### src/common/sfp_pkg.sv
// Shared types and constants for the serial flash pin front end
package sfp_pkg;

  // ****************************************
  // Instruction codes and widths
  // ****************************************
  localparam logic [7:0] CMD_ENTER_FOUR_LANE = 8'h35;
  localparam logic [7:0] CMD_EXIT_FOUR_LANE  = 8'hF5;
  localparam int         CMD_BITS            = 8;
  localparam logic [2:0] BIT_CNT_RESET       = 3'h0;
  localparam logic [7:0] BYTE_RESET          = 8'h00;

  // ****************************************
  // Status protection field positions
  // ****************************************
  localparam int STAT_GUARD0_POS = 2;
  localparam int STAT_GUARD3_POS = 5;
  localparam int STAT_QE_POS     = 6;
  localparam int STAT_LOCK_POS   = 7;
  localparam logic [7:0] STAT_RESET      = 8'h00;
  localparam logic [7:0] STAT_GUARD_MASK = 8'hFC;

  // ****************************************
  // Lane width
  // ****************************************
  typedef enum logic [1:0] {
    SFP_LANE_ONE  = 2'b00,
    SFP_LANE_TWO  = 2'b01,
    SFP_LANE_FOUR = 2'b10
  } sfp_lane_e;

  typedef struct packed {
    logic [3:0] out_val;
    logic [3:0] out_en;
  } sfp_pad_s;

endpackage : sfp_pkg

### src/design/sfp_pin_front.sv
// Pin-level front end of a serial flash: select, clock edges, lanes, protection
// Operation
// RULE_01 - Select high: deselected, all outputs floated, standby asserted.
// RULE_02 - Select low: leave standby, become active for instructions and data.
// RULE_03 - After power-up, no instruction accepted before a select falling edge.
// RULE_04 - Data inputs ignored while select is high.
// RULE_05 - Single lane: inbound bits sampled on serial clock rising edge.
// RULE_06 - Single lane: outbound bits change on serial clock falling edge.
// RULE_07 - Dual and quad: lanes zero and one bidirectional, same edge usage.
// RULE_08 - Quad width uses protect pin as lane two, pause pin as lane three.
// RULE_09 - Lock set and protect low: lock, quad and guard bits not writable.
// RULE_10 - Lock clear: status bits writable whatever the protect pin level.
// RULE_11 - Quad enable set: protect function off, pin is lane two only.
// RULE_12 - Selected with pause low: float output, freeze sequence; high resumes. Code ignores pause while quad enable or four-lane command mode is set.
// RULE_13 - Clock idle low or idle high both work; rising in, falling out.
// RULE_14 - 35h enters four-lane command mode, F5h leaves; reset returns single.
// RULE_15 - Select rising edge discards any partly received instruction.
`timescale 1ns/100ps
module sfp_pin_front (
  input  wire logic             ref_clk,
  input  wire logic             reset_n,
  input  wire logic             chip_sel_n,
  input  wire logic             serial_clk,
  input  wire logic [3:0]       data_line_in,
  output sfp_pkg::sfp_pad_s     pad_out,
  output logic                  standby,
  input  wire logic             soft_reset,
  input  wire sfp_pkg::sfp_lane_e xfer_lanes,
  input  wire logic             out_phase,
  input  wire logic [7:0]       tx_byte,
  output logic                  tx_take,
  output logic [7:0]            rx_byte,
  output logic                  rx_valid,
  output logic                  rx_first,
  output logic                  four_lane_command_mode,
  input  wire logic             status_wr,
  input  wire logic [7:0]       status_wdata,
  output logic [7:0]            status_reg
);

  // ****************************************
  // Pin synchronisation and edge detection
  // ****************************************
  logic [5:0] pins_sync;
  logic       cs_n_s;
  logic       sck_s;
  logic [3:0] din_s;
  logic       sck_d_reg;
  logic       cs_d_reg;
  logic       sck_rise;
  logic       sck_fall;
  logic       cs_rise;
  logic       cs_fall;
  logic [2:0] warm_reg;

  sfp_sync #(
    .WIDTH (6),
    .INIT  (32'h0000_0001)
  ) u_sync (
    .ref_clk  (ref_clk),
    .reset_n  (reset_n),
    .async_in ({data_line_in, serial_clk, chip_sel_n}),
    .sync_out (pins_sync)
  );

  assign cs_n_s = pins_sync[0];
  assign sck_s  = pins_sync[1];
  assign din_s  = pins_sync[5:2];

  always_ff @(posedge ref_clk or negedge reset_n) begin
    if (!reset_n) begin
      sck_d_reg <= 1'b0;
      cs_d_reg  <= 1'b1;
      warm_reg  <= 3'h0;
    end else begin
      sck_d_reg <= sck_s;
      cs_d_reg  <= cs_n_s;
      warm_reg  <= {warm_reg[1:0], 1'b1};
    end
  end

  // Edges only, so the parked clock level never matters
  assign sck_rise = sck_s & ~sck_d_reg;  // [RULE_13]
  assign sck_fall = ~sck_s & sck_d_reg;  // [RULE_13]
  assign cs_rise  = cs_n_s & ~cs_d_reg;
  assign cs_fall  = ~cs_n_s & cs_d_reg;

  // ****************************************
  // Select, arming and pause
  // ****************************************
  logic armed_reg;
  logic pause_n;
  logic active;
  logic run;

  always_ff @(posedge ref_clk or negedge reset_n) begin
    if (!reset_n) begin
      armed_reg <= 1'b0;
    end else if (cs_rise) begin
      armed_reg <= 1'b0;
    end else if (cs_fall && warm_reg[2]) begin
      // Select held low through reset shows a false fall until the synchroniser holds real pin levels
      armed_reg <= 1'b1;  // [RULE_03]
    end
  end

  assign standby = cs_n_s;                                  // [RULE_01] [RULE_02]
  assign active  = armed_reg & ~cs_n_s;                     // [RULE_04]
  assign pause_n = status_reg[sfp_pkg::STAT_QE_POS] | four_lane_command_mode | din_s[3];  // [RULE_12]
  assign run     = active & pause_n;

  // ****************************************
  // Lane width
  // ****************************************
  logic [1:0] lanes;
  logic [2:0] step;

  always_comb begin
    lanes = xfer_lanes;
    if (four_lane_command_mode) begin
      lanes = sfp_pkg::SFP_LANE_FOUR;
    end
    case (lanes)
      sfp_pkg::SFP_LANE_TWO:  step = 3'h2;
      sfp_pkg::SFP_LANE_FOUR: step = 3'h4;
      default:                step = 3'h1;
    endcase
  end

  // ****************************************
  // Inbound shifter, rising edges
  // ****************************************
  logic [7:0] sh_reg;
  logic [2:0] rcnt_reg;
  logic       first_reg;
  logic [7:0] sh_next;
  logic [2:0] rcnt_next;

  always_comb begin
    case (lanes)
      sfp_pkg::SFP_LANE_TWO:  sh_next = {sh_reg[5:0], din_s[1:0]};  // [RULE_07]
      sfp_pkg::SFP_LANE_FOUR: sh_next = {sh_reg[3:0], din_s};       // [RULE_08]
      default:                sh_next = {sh_reg[6:0], din_s[0]};    // [RULE_05]
    endcase
    rcnt_next = rcnt_reg + step;
  end

  always_ff @(posedge ref_clk or negedge reset_n) begin
    if (!reset_n) begin
      sh_reg    <= sfp_pkg::BYTE_RESET;
      rcnt_reg  <= sfp_pkg::BIT_CNT_RESET;
      first_reg <= 1'b1;
      rx_byte   <= sfp_pkg::BYTE_RESET;
      rx_valid  <= 1'b0;
      rx_first  <= 1'b0;
    end else begin
      rx_valid <= 1'b0;
      if (cs_n_s) begin
        rcnt_reg  <= sfp_pkg::BIT_CNT_RESET;  // [RULE_15]
        first_reg <= 1'b1;
      end else if (run && !out_phase && sck_rise) begin
        sh_reg   <= sh_next;
        rcnt_reg <= rcnt_next;
        if (rcnt_next == sfp_pkg::BIT_CNT_RESET) begin
          rx_byte   <= sh_next;
          rx_valid  <= 1'b1;
          rx_first  <= first_reg;
          first_reg <= 1'b0;
        end
      end
    end
  end

  // ****************************************
  // Four-lane command mode
  // ****************************************
  always_ff @(posedge ref_clk or negedge reset_n) begin
    if (!reset_n) begin
      four_lane_command_mode <= 1'b0;
    end else if (soft_reset) begin
      four_lane_command_mode <= 1'b0;  // [RULE_14]
    end else if (rx_valid && rx_first) begin
      if (rx_byte == sfp_pkg::CMD_ENTER_FOUR_LANE) begin
        four_lane_command_mode <= 1'b1;  // [RULE_14]
      end else if (rx_byte == sfp_pkg::CMD_EXIT_FOUR_LANE) begin
        four_lane_command_mode <= 1'b0;  // [RULE_14]
      end
    end
  end

  // ****************************************
  // Status protection
  // ****************************************
  logic hw_locked;

  assign hw_locked = status_reg[sfp_pkg::STAT_LOCK_POS] & ~din_s[2]
                     & ~status_reg[sfp_pkg::STAT_QE_POS];  // [RULE_09] [RULE_10] [RULE_11]

  always_ff @(posedge ref_clk or negedge reset_n) begin
    if (!reset_n) begin
      status_reg <= sfp_pkg::STAT_RESET;
    end else if (status_wr) begin
      if (hw_locked) begin
        status_reg <= (status_reg & sfp_pkg::STAT_GUARD_MASK)
                      | (status_wdata & ~sfp_pkg::STAT_GUARD_MASK);  // [RULE_09]
      end else begin
        status_reg <= status_wdata;  // [RULE_10]
      end
    end
  end

  // ****************************************
  // Outbound shifter, falling edges
  // ****************************************
  logic [7:0] tx_reg;
  logic [2:0] tcnt_reg;
  logic [3:0] oval_reg;
  logic       tx_load;

  assign tx_load = (tcnt_reg == sfp_pkg::BIT_CNT_RESET);
  assign tx_take = run & out_phase & sck_fall & tx_load;

  always_ff @(posedge ref_clk or negedge reset_n) begin
    if (!reset_n) begin
      tx_reg   <= sfp_pkg::BYTE_RESET;
      tcnt_reg <= sfp_pkg::BIT_CNT_RESET;
      oval_reg <= 4'h0;
    end else if (cs_n_s) begin
      tcnt_reg <= sfp_pkg::BIT_CNT_RESET;
    end else if (run && out_phase && sck_fall) begin  // [RULE_06] [RULE_07]
      tcnt_reg <= tcnt_reg + step;
      case (lanes)
        sfp_pkg::SFP_LANE_TWO: begin
          oval_reg <= tx_load ? {2'h0, tx_byte[7:6]} : {2'h0, tx_reg[7:6]};
          tx_reg   <= tx_load ? {tx_byte[5:0], 2'h0} : {tx_reg[5:0], 2'h0};
        end
        sfp_pkg::SFP_LANE_FOUR: begin
          oval_reg <= tx_load ? tx_byte[7:4] : tx_reg[7:4];
          tx_reg   <= tx_load ? {tx_byte[3:0], 4'h0} : {tx_reg[3:0], 4'h0};
        end
        default: begin
          oval_reg <= tx_load ? {2'h0, tx_byte[7], 1'b0} : {2'h0, tx_reg[7], 1'b0};
          tx_reg   <= tx_load ? {tx_byte[6:0], 1'b0} : {tx_reg[6:0], 1'b0};
        end
      endcase
    end
  end

  // ****************************************
  // Pad enables
  // ****************************************
  always_comb begin
    pad_out.out_val = oval_reg;
    pad_out.out_en  = 4'h0;  // [RULE_01] [RULE_12]
    if (run && out_phase) begin
      case (lanes)
        sfp_pkg::SFP_LANE_TWO:  pad_out.out_en = 4'h3;
        sfp_pkg::SFP_LANE_FOUR: pad_out.out_en = 4'hF;  // [RULE_08]
        default:                pad_out.out_en = 4'h2;  // [RULE_06]
      endcase
    end
  end

  // ****************************************
  // Checks
  // ****************************************
  a_deselect_float: assert property (@(posedge ref_clk) disable iff (!reset_n)
    cs_n_s |-> pad_out.out_en == 4'h0) else $error("pads driven while deselected");  // [RULE_01]
  a_standby_follows: assert property (@(posedge ref_clk) disable iff (!reset_n)
    standby == cs_n_s) else $error("standby mismatch");  // [RULE_02]
  a_no_rx_unarmed: assert property (@(posedge ref_clk) disable iff (!reset_n)
    !armed_reg |=> !rx_valid) else $error("byte taken before select fall");  // [RULE_03]
  a_no_rx_deselect: assert property (@(posedge ref_clk) disable iff (!reset_n)
    $past(cs_n_s) |-> !rx_valid) else $error("byte taken while deselected");  // [RULE_04]
  a_pause_float: assert property (@(posedge ref_clk) disable iff (!reset_n)
    !pause_n |-> pad_out.out_en == 4'h0) else $error("pads driven in pause");  // [RULE_12]
  a_lock_holds: assert property (@(posedge ref_clk) disable iff (!reset_n)
    status_wr && hw_locked |=> status_reg[7:2] == $past(status_reg[7:2]))
    else $error("locked status bits changed");  // [RULE_09]
  a_unlock_writes: assert property (@(posedge ref_clk) disable iff (!reset_n)
    status_wr && !status_reg[sfp_pkg::STAT_LOCK_POS] |=> status_reg == $past(status_wdata))
    else $error("unlocked write lost");  // [RULE_10]
  a_enter_four: assert property (@(posedge ref_clk) disable iff (!reset_n)
    rx_valid && rx_first && !soft_reset && rx_byte == sfp_pkg::CMD_ENTER_FOUR_LANE
    |=> four_lane_command_mode) else $error("four-lane entry missed");  // [RULE_14]
  a_fresh_after_cs: assert property (@(posedge ref_clk) disable iff (!reset_n)
    cs_rise |=> rcnt_reg == sfp_pkg::BIT_CNT_RESET && first_reg)
    else $error("partial instruction kept");  // [RULE_15]

endmodule // sfp_pin_front

### src/design/sfp_sync.sv
// Two-flop synchroniser for a bus of pin inputs
`timescale 1ns/100ps
module sfp_sync #(
  parameter int          WIDTH = 1,
  parameter logic [31:0] INIT  = 32'h0000_0000
) (
  input  wire logic             ref_clk,
  input  wire logic             reset_n,
  input  wire logic [WIDTH-1:0] async_in,
  output logic      [WIDTH-1:0] sync_out
);

  logic [WIDTH-1:0] meta_reg;

  always_ff @(posedge ref_clk or negedge reset_n) begin
    if (!reset_n) begin
      meta_reg <= INIT[WIDTH-1:0];
      sync_out <= INIT[WIDTH-1:0];
    end else begin
      meta_reg <= async_in;
      sync_out <= meta_reg;
    end
  end

endmodule // sfp_sync

### config.mk
export PLATFORM = sky130hd
export DESIGN_NAME = sfp_pin_front
export DESIGN_NICKNAME = d
export VERILOG_FILES = /design/src/common/sfp_pkg.sv /design/src/design/sfp_pin_front.sv /design/src/design/sfp_sync.sv
export SDC_FILE = /design/constraint.sdc
export NUM_CORES = 1
export LEC_CHECK = 0
export BUFFER_PORTS_ARGS = -buffer_cell sky130_fd_sc_hd__clkbuf_2
export CELL_PAD_IN_SITES_DETAIL_PLACEMENT = 1
export CELL_PAD_IN_SITES_GLOBAL_PLACEMENT = 2
export CORE_ASPECT_RATIO = 0.7
export CORE_MARGIN = 4
export CORE_UTILIZATION = 30
export DETAILED_ROUTE_END_ITERATION = 6
export PLACE_DENSITY_LB_ADDON = 0.1
export SLEW_MARGIN = 20
export SYNTH_ARGS = -nofsm -noshare
export SYNTH_HDL_FRONTEND = slang
export SYNTH_HIERARCHICAL = 1
export SYNTH_SLANG_ARGS = --single-unit
### constraint.sdc
create_clock -name ref_clk -period 3.06 [get_ports ref_clk]
set_clock_uncertainty 0.1 [all_clocks]
set_input_delay 0.612 -clock ref_clk [delete_from_list [all_inputs] [get_ports ref_clk]]
set_output_delay 0.612 -clock ref_clk [all_outputs]
set_load 0.02 [all_outputs]
==> results of run 1 <==
## what timing repair did
item,4_1_cts,5_1_grt
gates resized for setup,0,7
buffers inserted,0,1
endpoints found under the setup margin,0,9
hold buffers,0,0
## cells in the mapped netlist (2+ instances only)
| cell | number | area [um2] |
|---|---|---|
| nand2b_1 | 2 | 12.5 |
| nand3_1 | 2 | 10.0 |
| nand3b_1 | 2 | 15.0 |
| a21oi_1 | 3 | 15.0 |
| nand2_1 | 20 | 75.1 |
| mux2i_1 | 2 | 20.0 |
| inv_1 | 5 | 18.8 |
| xor2_1 | 2 | 17.5 |
| buf_2 | 2 | 10.0 |
| fa_1 | 2 | 40.0 |
| mux2_4 | 2 | 30.0 |
| a31oi_1 | 2 | 12.5 |
| ha_1 | 6 | 75.1 |
| buf_4 | 2 | 15.0 |
| or3_1 | 2 | 12.5 |
| nand4_1 | 2 | 12.5 |
| clkbuf_1 | 7 | 26.3 |
| o21ba_2 | 2 | 20.0 |
| dfrtp_1 | 58 | 1450 |
| dfstp_2 | 4 | 105 |
| a221o_1 | 5 | 50.1 |
| and2_1 | 2 | 12.5 |
| a221oi_1 | 2 | 17.5 |
| o21ai_0 | 18 | 90.1 |
| o31ai_1 | 2 | 15.0 |
| a22o_1 | 6 | 52.6 |
| a22oi_1 | 7 | 52.6 |
| nor2b_1 | 5 | 31.3 |
| or2_2 | 2 | 12.5 |
| mux2_2 | 28 | 315 |
| and3_1 | 3 | 18.8 |
| nor2_1 | 5 | 18.8 |
## cell families (layout without fill, tap and decap cells)
kind of cell	after synthesis	after routing	synth area share (%)
DFF	62	62	55.3
and+or+nand+nor	54	54	10.8
AOI/OAI and AO/OA	51	51	12.8
muxes	32	32	13.0
buffers and inverters	17	88	2.89
adders and majority gates	8	8	4.09
xor gates and xnor gates	3	3	0.934
other	1	1	0.133
## stage by stage
stage	hold WS [ps]	power [uW]	setup TNS, ps
floorplan	216	1230	0
global placement	232	1380	-753
detailed placement	236	1380	-1270
CTS	248	2450	0
global route	250	2540	0
finish	245	2410	0
## report_power, final
part,total [uW],switching [uW],leakage (uW),internal (uW)
combinational,376,212,0.000798,164
sequential,990,73.6,0.000786,917
clock,1040,346,0.000152,695
## worst paths after layout
path	to	startpoint	cells after the start	slack [ps]
worst max-delay path	rx_byte[3]	four_lane_command_mode	10	130
worst min-delay path	u_sync/sync_out[3]	u_sync/meta_reg[3]	0	250
worst max register to register	rx_byte[3]	four_lane_command_mode	10	130
worst min register to register	u_sync/sync_out[3]	u_sync/meta_reg[3]	0	250
max in group asynchronous	u_sync/sync_out[5]	reset_n	2	1940
min in group asynchronous	tcnt_reg[2]	reset_n	2	360
## routing by layer
| metal | track usage (%) | vias to the layer above |
|---|---|---|
| met1 | 19.7 | 964 |
| met3 | 4.36 | 9 |
| met4 | 4.82 | 0 |
| li1 | - | 958 |
| met2 | 18.5 | 34 |
| met5 | 0 | - |
## cell usage in the layout (no fill, tap or decap), types with 2 or more instances in the layout
master / instances
inv_1: 5
o31ai_1: 2
mux2_4: 2
dfrtp_1: 58
clkbuf_16: 9
and3_1: 3
clkbuf_2: 57
a221oi_1: 2
nand3_1: 2
nand2b_1: 2
nor2b_1: 5
buf_4: 8
or3_1: 2
o21ba_2: 2
nand2_1: 20
a21oi_1: 3
mux2_2: 28
ha_1: 5
a22o_1: 6
a221o_1: 5
a31oi_1: 2
o21ai_0: 18
and2_1: 2
nor2_1: 5
clkbuf_8: 3
nand4_1: 2
mux2i_1: 2
nand3b_1: 2
a22oi_1: 7
dfstp_2: 4
## final cells by class
class	instances	area [um2]
Fill cell	1010	5500
Sequential cell	62	1560
Multi-Input combinational cell	149	1200
Timing Repair Buffer	67	364
Clock buffer	13	270
Tap cell	124	155
Clock inverter	3	42.5
Inverter	5	18.8
==> impl_metrics.ini, run 1 <==
[critical_path]
slowest_stage = dfrtp_1
required_ps = 3170
cp_cell_sequence = nand2b_1 > ha_4 > ha_1 > fa_2 > xor2_2 > xor2_1 > nor4_2 > buf_4 > clkbuf_4 > mux2_2
critPathLaunchType = register
critPathBufInv = 2
path_class = register to register
crit_fanout = 5
crit_family = adder cells
end_kind = register
cpPeakStageDelay_ps = 410
worst_ep_arrival_time_ps = 3040

[yosys]
yosysUniqueCellTypes = 46
netlist_instances = 228
ys_ff_latch = 62
synth_async_sr_flop_share_pct = 100
syn_avg_cell_area_um2 = 12.3
yosys_warnings = 6
ys.flop_type = dfrtp_1
synth_nets = 265
synth_seq_area_share_pct = 55.3
synth_area_um2 = 2820
synth_edf_count = 0

[sta]
slew_headroom_pct = 44.4
worst_slack_ps = 125
setup_viol = 0
fin_crit_ps = 2930
rsz0062_at_grt = false
period_share_pct = 95.9
slew_viol_final = 0
hold_viol = 0
tightest_slew_ps = 835
max_freq_mhz = 341

[drt]
vias = 1965
drt-total-wl_um = 6860
avgRoutedWirePerCell_um = 16.2
route.met2.wl_um = 2850
met1_length_um = 3610
top_layer = met4
vias_per_cell = 4.65
route.met3.wl_um = 287
dr.pass1.iters = 4
dr.first_iter.drc_count = 87
antenna_left = 0
drc_errors = 0

[flow_run]
cap_violations = 0

[floorplan]
rows = 29
ios = 58
start_util_pct = 30.9
core_um2 = 9110
die-area_um2 = 11000
dieWidth_um = 124
die_h_um = 89.1

[cts]
cts.sinks = 62
clk_latency_ps = 330
cts_tree = done
cts_root_buf = clkbuf_16
htree_levels = 3
cts_buffer_depth = 2
cts_buffers = 9
clk_pin_slew_ps = 50

[global_route]
antenna_found_initial = 0
grt_pass1_vias = 2093
grt_use_total_pct = 13.5
overflow = 0
grt_max_degree = 63
grt_pass1_wl_um = 11100

[cells_and_area]
drive_above_1_share_pct = 42.5
fin_nets = 331
n_antenna_cell = 0
final_util_pct = 39.6
instances_no_fill = 423
areaGrowthSynthToFinish_pct = 28.2
design_area_um2 = 3610

[placed_design]
gp_congestion = 0.673
port_buffers = 57
dpl_cell_area_um2 = 3250
dp_cells = 405
dp_hpwl_um = 4710
pre_cts_ws_ps = -151

[worst_hold_path]
min_path_type = register to register

[power_and_ir_drop]
ir_drop_v = 0.000290
p_leak_uw = 0.00174
p_per_area_nw_per_um2 = 667

[status]
status = completed
Note: power is estimated with default switching activity, not from simulation.
==> run 2: changes to the inputs <==
--- a/config.mk
+++ b/config.mk
@@ -5,7 +5,7 @@
 export SDC_FILE = /design/constraint.sdc
 export NUM_CORES = 1
 export LEC_CHECK = 0
-export BUFFER_PORTS_ARGS = -buffer_cell sky130_fd_sc_hd__clkbuf_2
+export BUFFER_PORTS_ARGS = -buffer_cell sky130_fd_sc_hd__buf_2
 export CELL_PAD_IN_SITES_DETAIL_PLACEMENT = 1
 export CELL_PAD_IN_SITES_GLOBAL_PLACEMENT = 2
 export CORE_ASPECT_RATIO = 0.7
==> run 2 against run 1 <==
  * First-iteration DRC count decreased by 22%
  * Register-to-register slack better by 40 ps
  * Clock-buffer cell count shrank 3
  * Clock power about the same
  * Sequential power barely moved
  * Critical path type unchanged
  * Power grew 1.3%
  * Design area up 0.38%
  * Non-clock buffer count increased by 2
  * Worst setup slack improved by 45 ps
  * Core utilization is 0.15 points higher
  * Sequential share of layout area down 0.16 points
  * Sequential cell count is the same
==> impl_metrics.ini, run 2 (synthesis gave the netlist of run 1 again) <==
[global_route]
grt_max_degree = 30
grt_pass1_vias = 2141
grt_use_total_pct = 13.5
grt_pass1_wl_um = 11300
overflow = 0
antenna_found_initial = 0

[cells_and_area]
drive_above_1_share_pct = 42.9
areaGrowthSynthToFinish_pct = 28.7
n_antenna_cell = 0
final_util_pct = 39.8
instances_no_fill = 425
layout_common_cells = 58 x dfrtp_1, 57 x buf_2, 28 x mux2_2
seq_area_um2 = 1560
fill_cells = 996
layout_commonest_cell = dfrtp_1
multi_input_area_um2 = 1200
fin_nets = 333

[sta]
slew_viol_final = 0
period_share_pct = 94.4
setup_viol = 0
hold_ws_ps = 152
fin_crit_ps = 2890
setup_tns_ps = 0
tightest_slew_ps = 673
max_freq_mhz = 346
rsz0062_at_grt = false
slew_headroom_pct = 54.9
hold_viol = 0
worst_slack_ps = 170

[critical_path]
critPathLaunchType = register
cp-startpoint = four_lane_command_mode
slowest_stage = dfrtp_1
end_kind = register
cp_cell_sequence = nand2b_1 > ha_4 > ha_1 > fa_2 > xor2_2 > xor2_1 > nor4_2 > buf_4 > mux2_2
worst_ep_arrival_time_ps = 3000
worstReg2RegStart = four_lane_command_mode
required_ps = 3170
cpPeakStageDelay_ps = 420
path_class = register to register
crit_fanout = 6

[placed_design]
dp_hpwl_um = 5030
gp_congestion = 0.675
dp_cells = 406
port_buffers = 57
pre_cts_ws_ps = -116

[cts]
cts_root_buf = clkbuf_16
cts_hold_buf = 0
cts_buffer_depth = 2
cts_buffers = 9
clk_pin_slew_ps = 50
clk_latency_ps = 330
cts_tree = done
cts.sinks = 62
htree_levels = 3

[power_and_ir_drop]
ir_drop_v = 0.000297
p_leak_uw = 0.00175
p_per_area_nw_per_um2 = 673

[worst_hold_path]
min_path_type = input port to async pin

[floorplan]
die-area_um2 = 11000
dieWidth_um = 124
die_h_um = 89.1
core_um2 = 9110
ios = 58
start_util_pct = 30.9
rows = 29

[drt]
antenna_left = 0
dr.pass1.iters = 4
drt-total-wl_um = 7020
vias_per_cell = 4.81
vias = 2044
dr.first_iter.drc_count = 68
drc_errors = 0
avgRoutedWirePerCell_um = 16.5

[status]
status = completed

[flow_run]
cap_violations = 0
[run 2: cell types whose count changed in the layout (fill, tap and decap cells not counted), sizes merged]
cell / previous run / this run
clkbuf: 71 / 10
clkinv: 1 / 3
bufinv: 1 / 2
buf: 9 / 69
[run 2: path summary, 6_finish.rpt]
| path | to | cells after the start | slack (ps) |
|---|---|---|---|
| worst max-delay path | rx_byte[6] | 9 | 170 |
| worst min-delay path | tx_reg[7] | 1 | 150 |
| worst max register to register | rx_byte[6] | 9 | 170 |
| worst min register to register | u_sync/sync_out[3] | 0 | 240 |
| max in group asynchronous | u_sync/meta_reg[0] | 2 | 1990 |
| min in group ref_clk | u_sync/sync_out[3] | 0 | 240 |
[run 2: metrics by stage]
| stage | total power [uW] | cell area (um2) |
|---|---|---|
| final | 2440 | 3620 |
| after global routing | 2570 | 3620 |
| after CTS | 2470 | 3580 |
| after detailed placement | 1380 | 3260 |
| after global placement | 1380 | 3260 |
| after floorplan | 1230 | 2820 |
[run 2: cell type report]
class                           instances  share of cell area (%)
Sequential cell                        62                    43.0
Multi-Input combinational cell        149                    33.2
Timing Repair Buffer                   69                    10.4
Clock buffer                           10                    6.32
Tap cell                              124                    4.28
Clock inverter                          6                    2.38
Inverter                                5                   0.518
[run 2: timing repair]
item	4_1_cts	5_1_grt
setup endpoints to repair	0	9
resized for setup	0	8
buffers inserted	0	2
[run 2: power by group]
group          total (uW)  internal, uW  switching (uW)
Clock                1070           711             359
Combinational         378           166             213
Sequential            993           916            76.4
[run 2: worst max-delay path, delay by kind of cell (launching register included)]
kind          cells  cell delay [ps]
buf+inv           1              240
xor+xnor          2              320
simple gates      2              530
mux               1              340
fa+ha+maj         3              820
flops             1              420
[run 2: layer usage]
| layer | global-route usage, % | share of wire (%) |
|---|---|---|
| met2 | 19.7 | 44 |
| met4 | 3.92 | 1.1 |
| met3 | 4.55 | 4.4 |
| met5 | 0 | 0 |
| met1 | 19.0 | 51 |
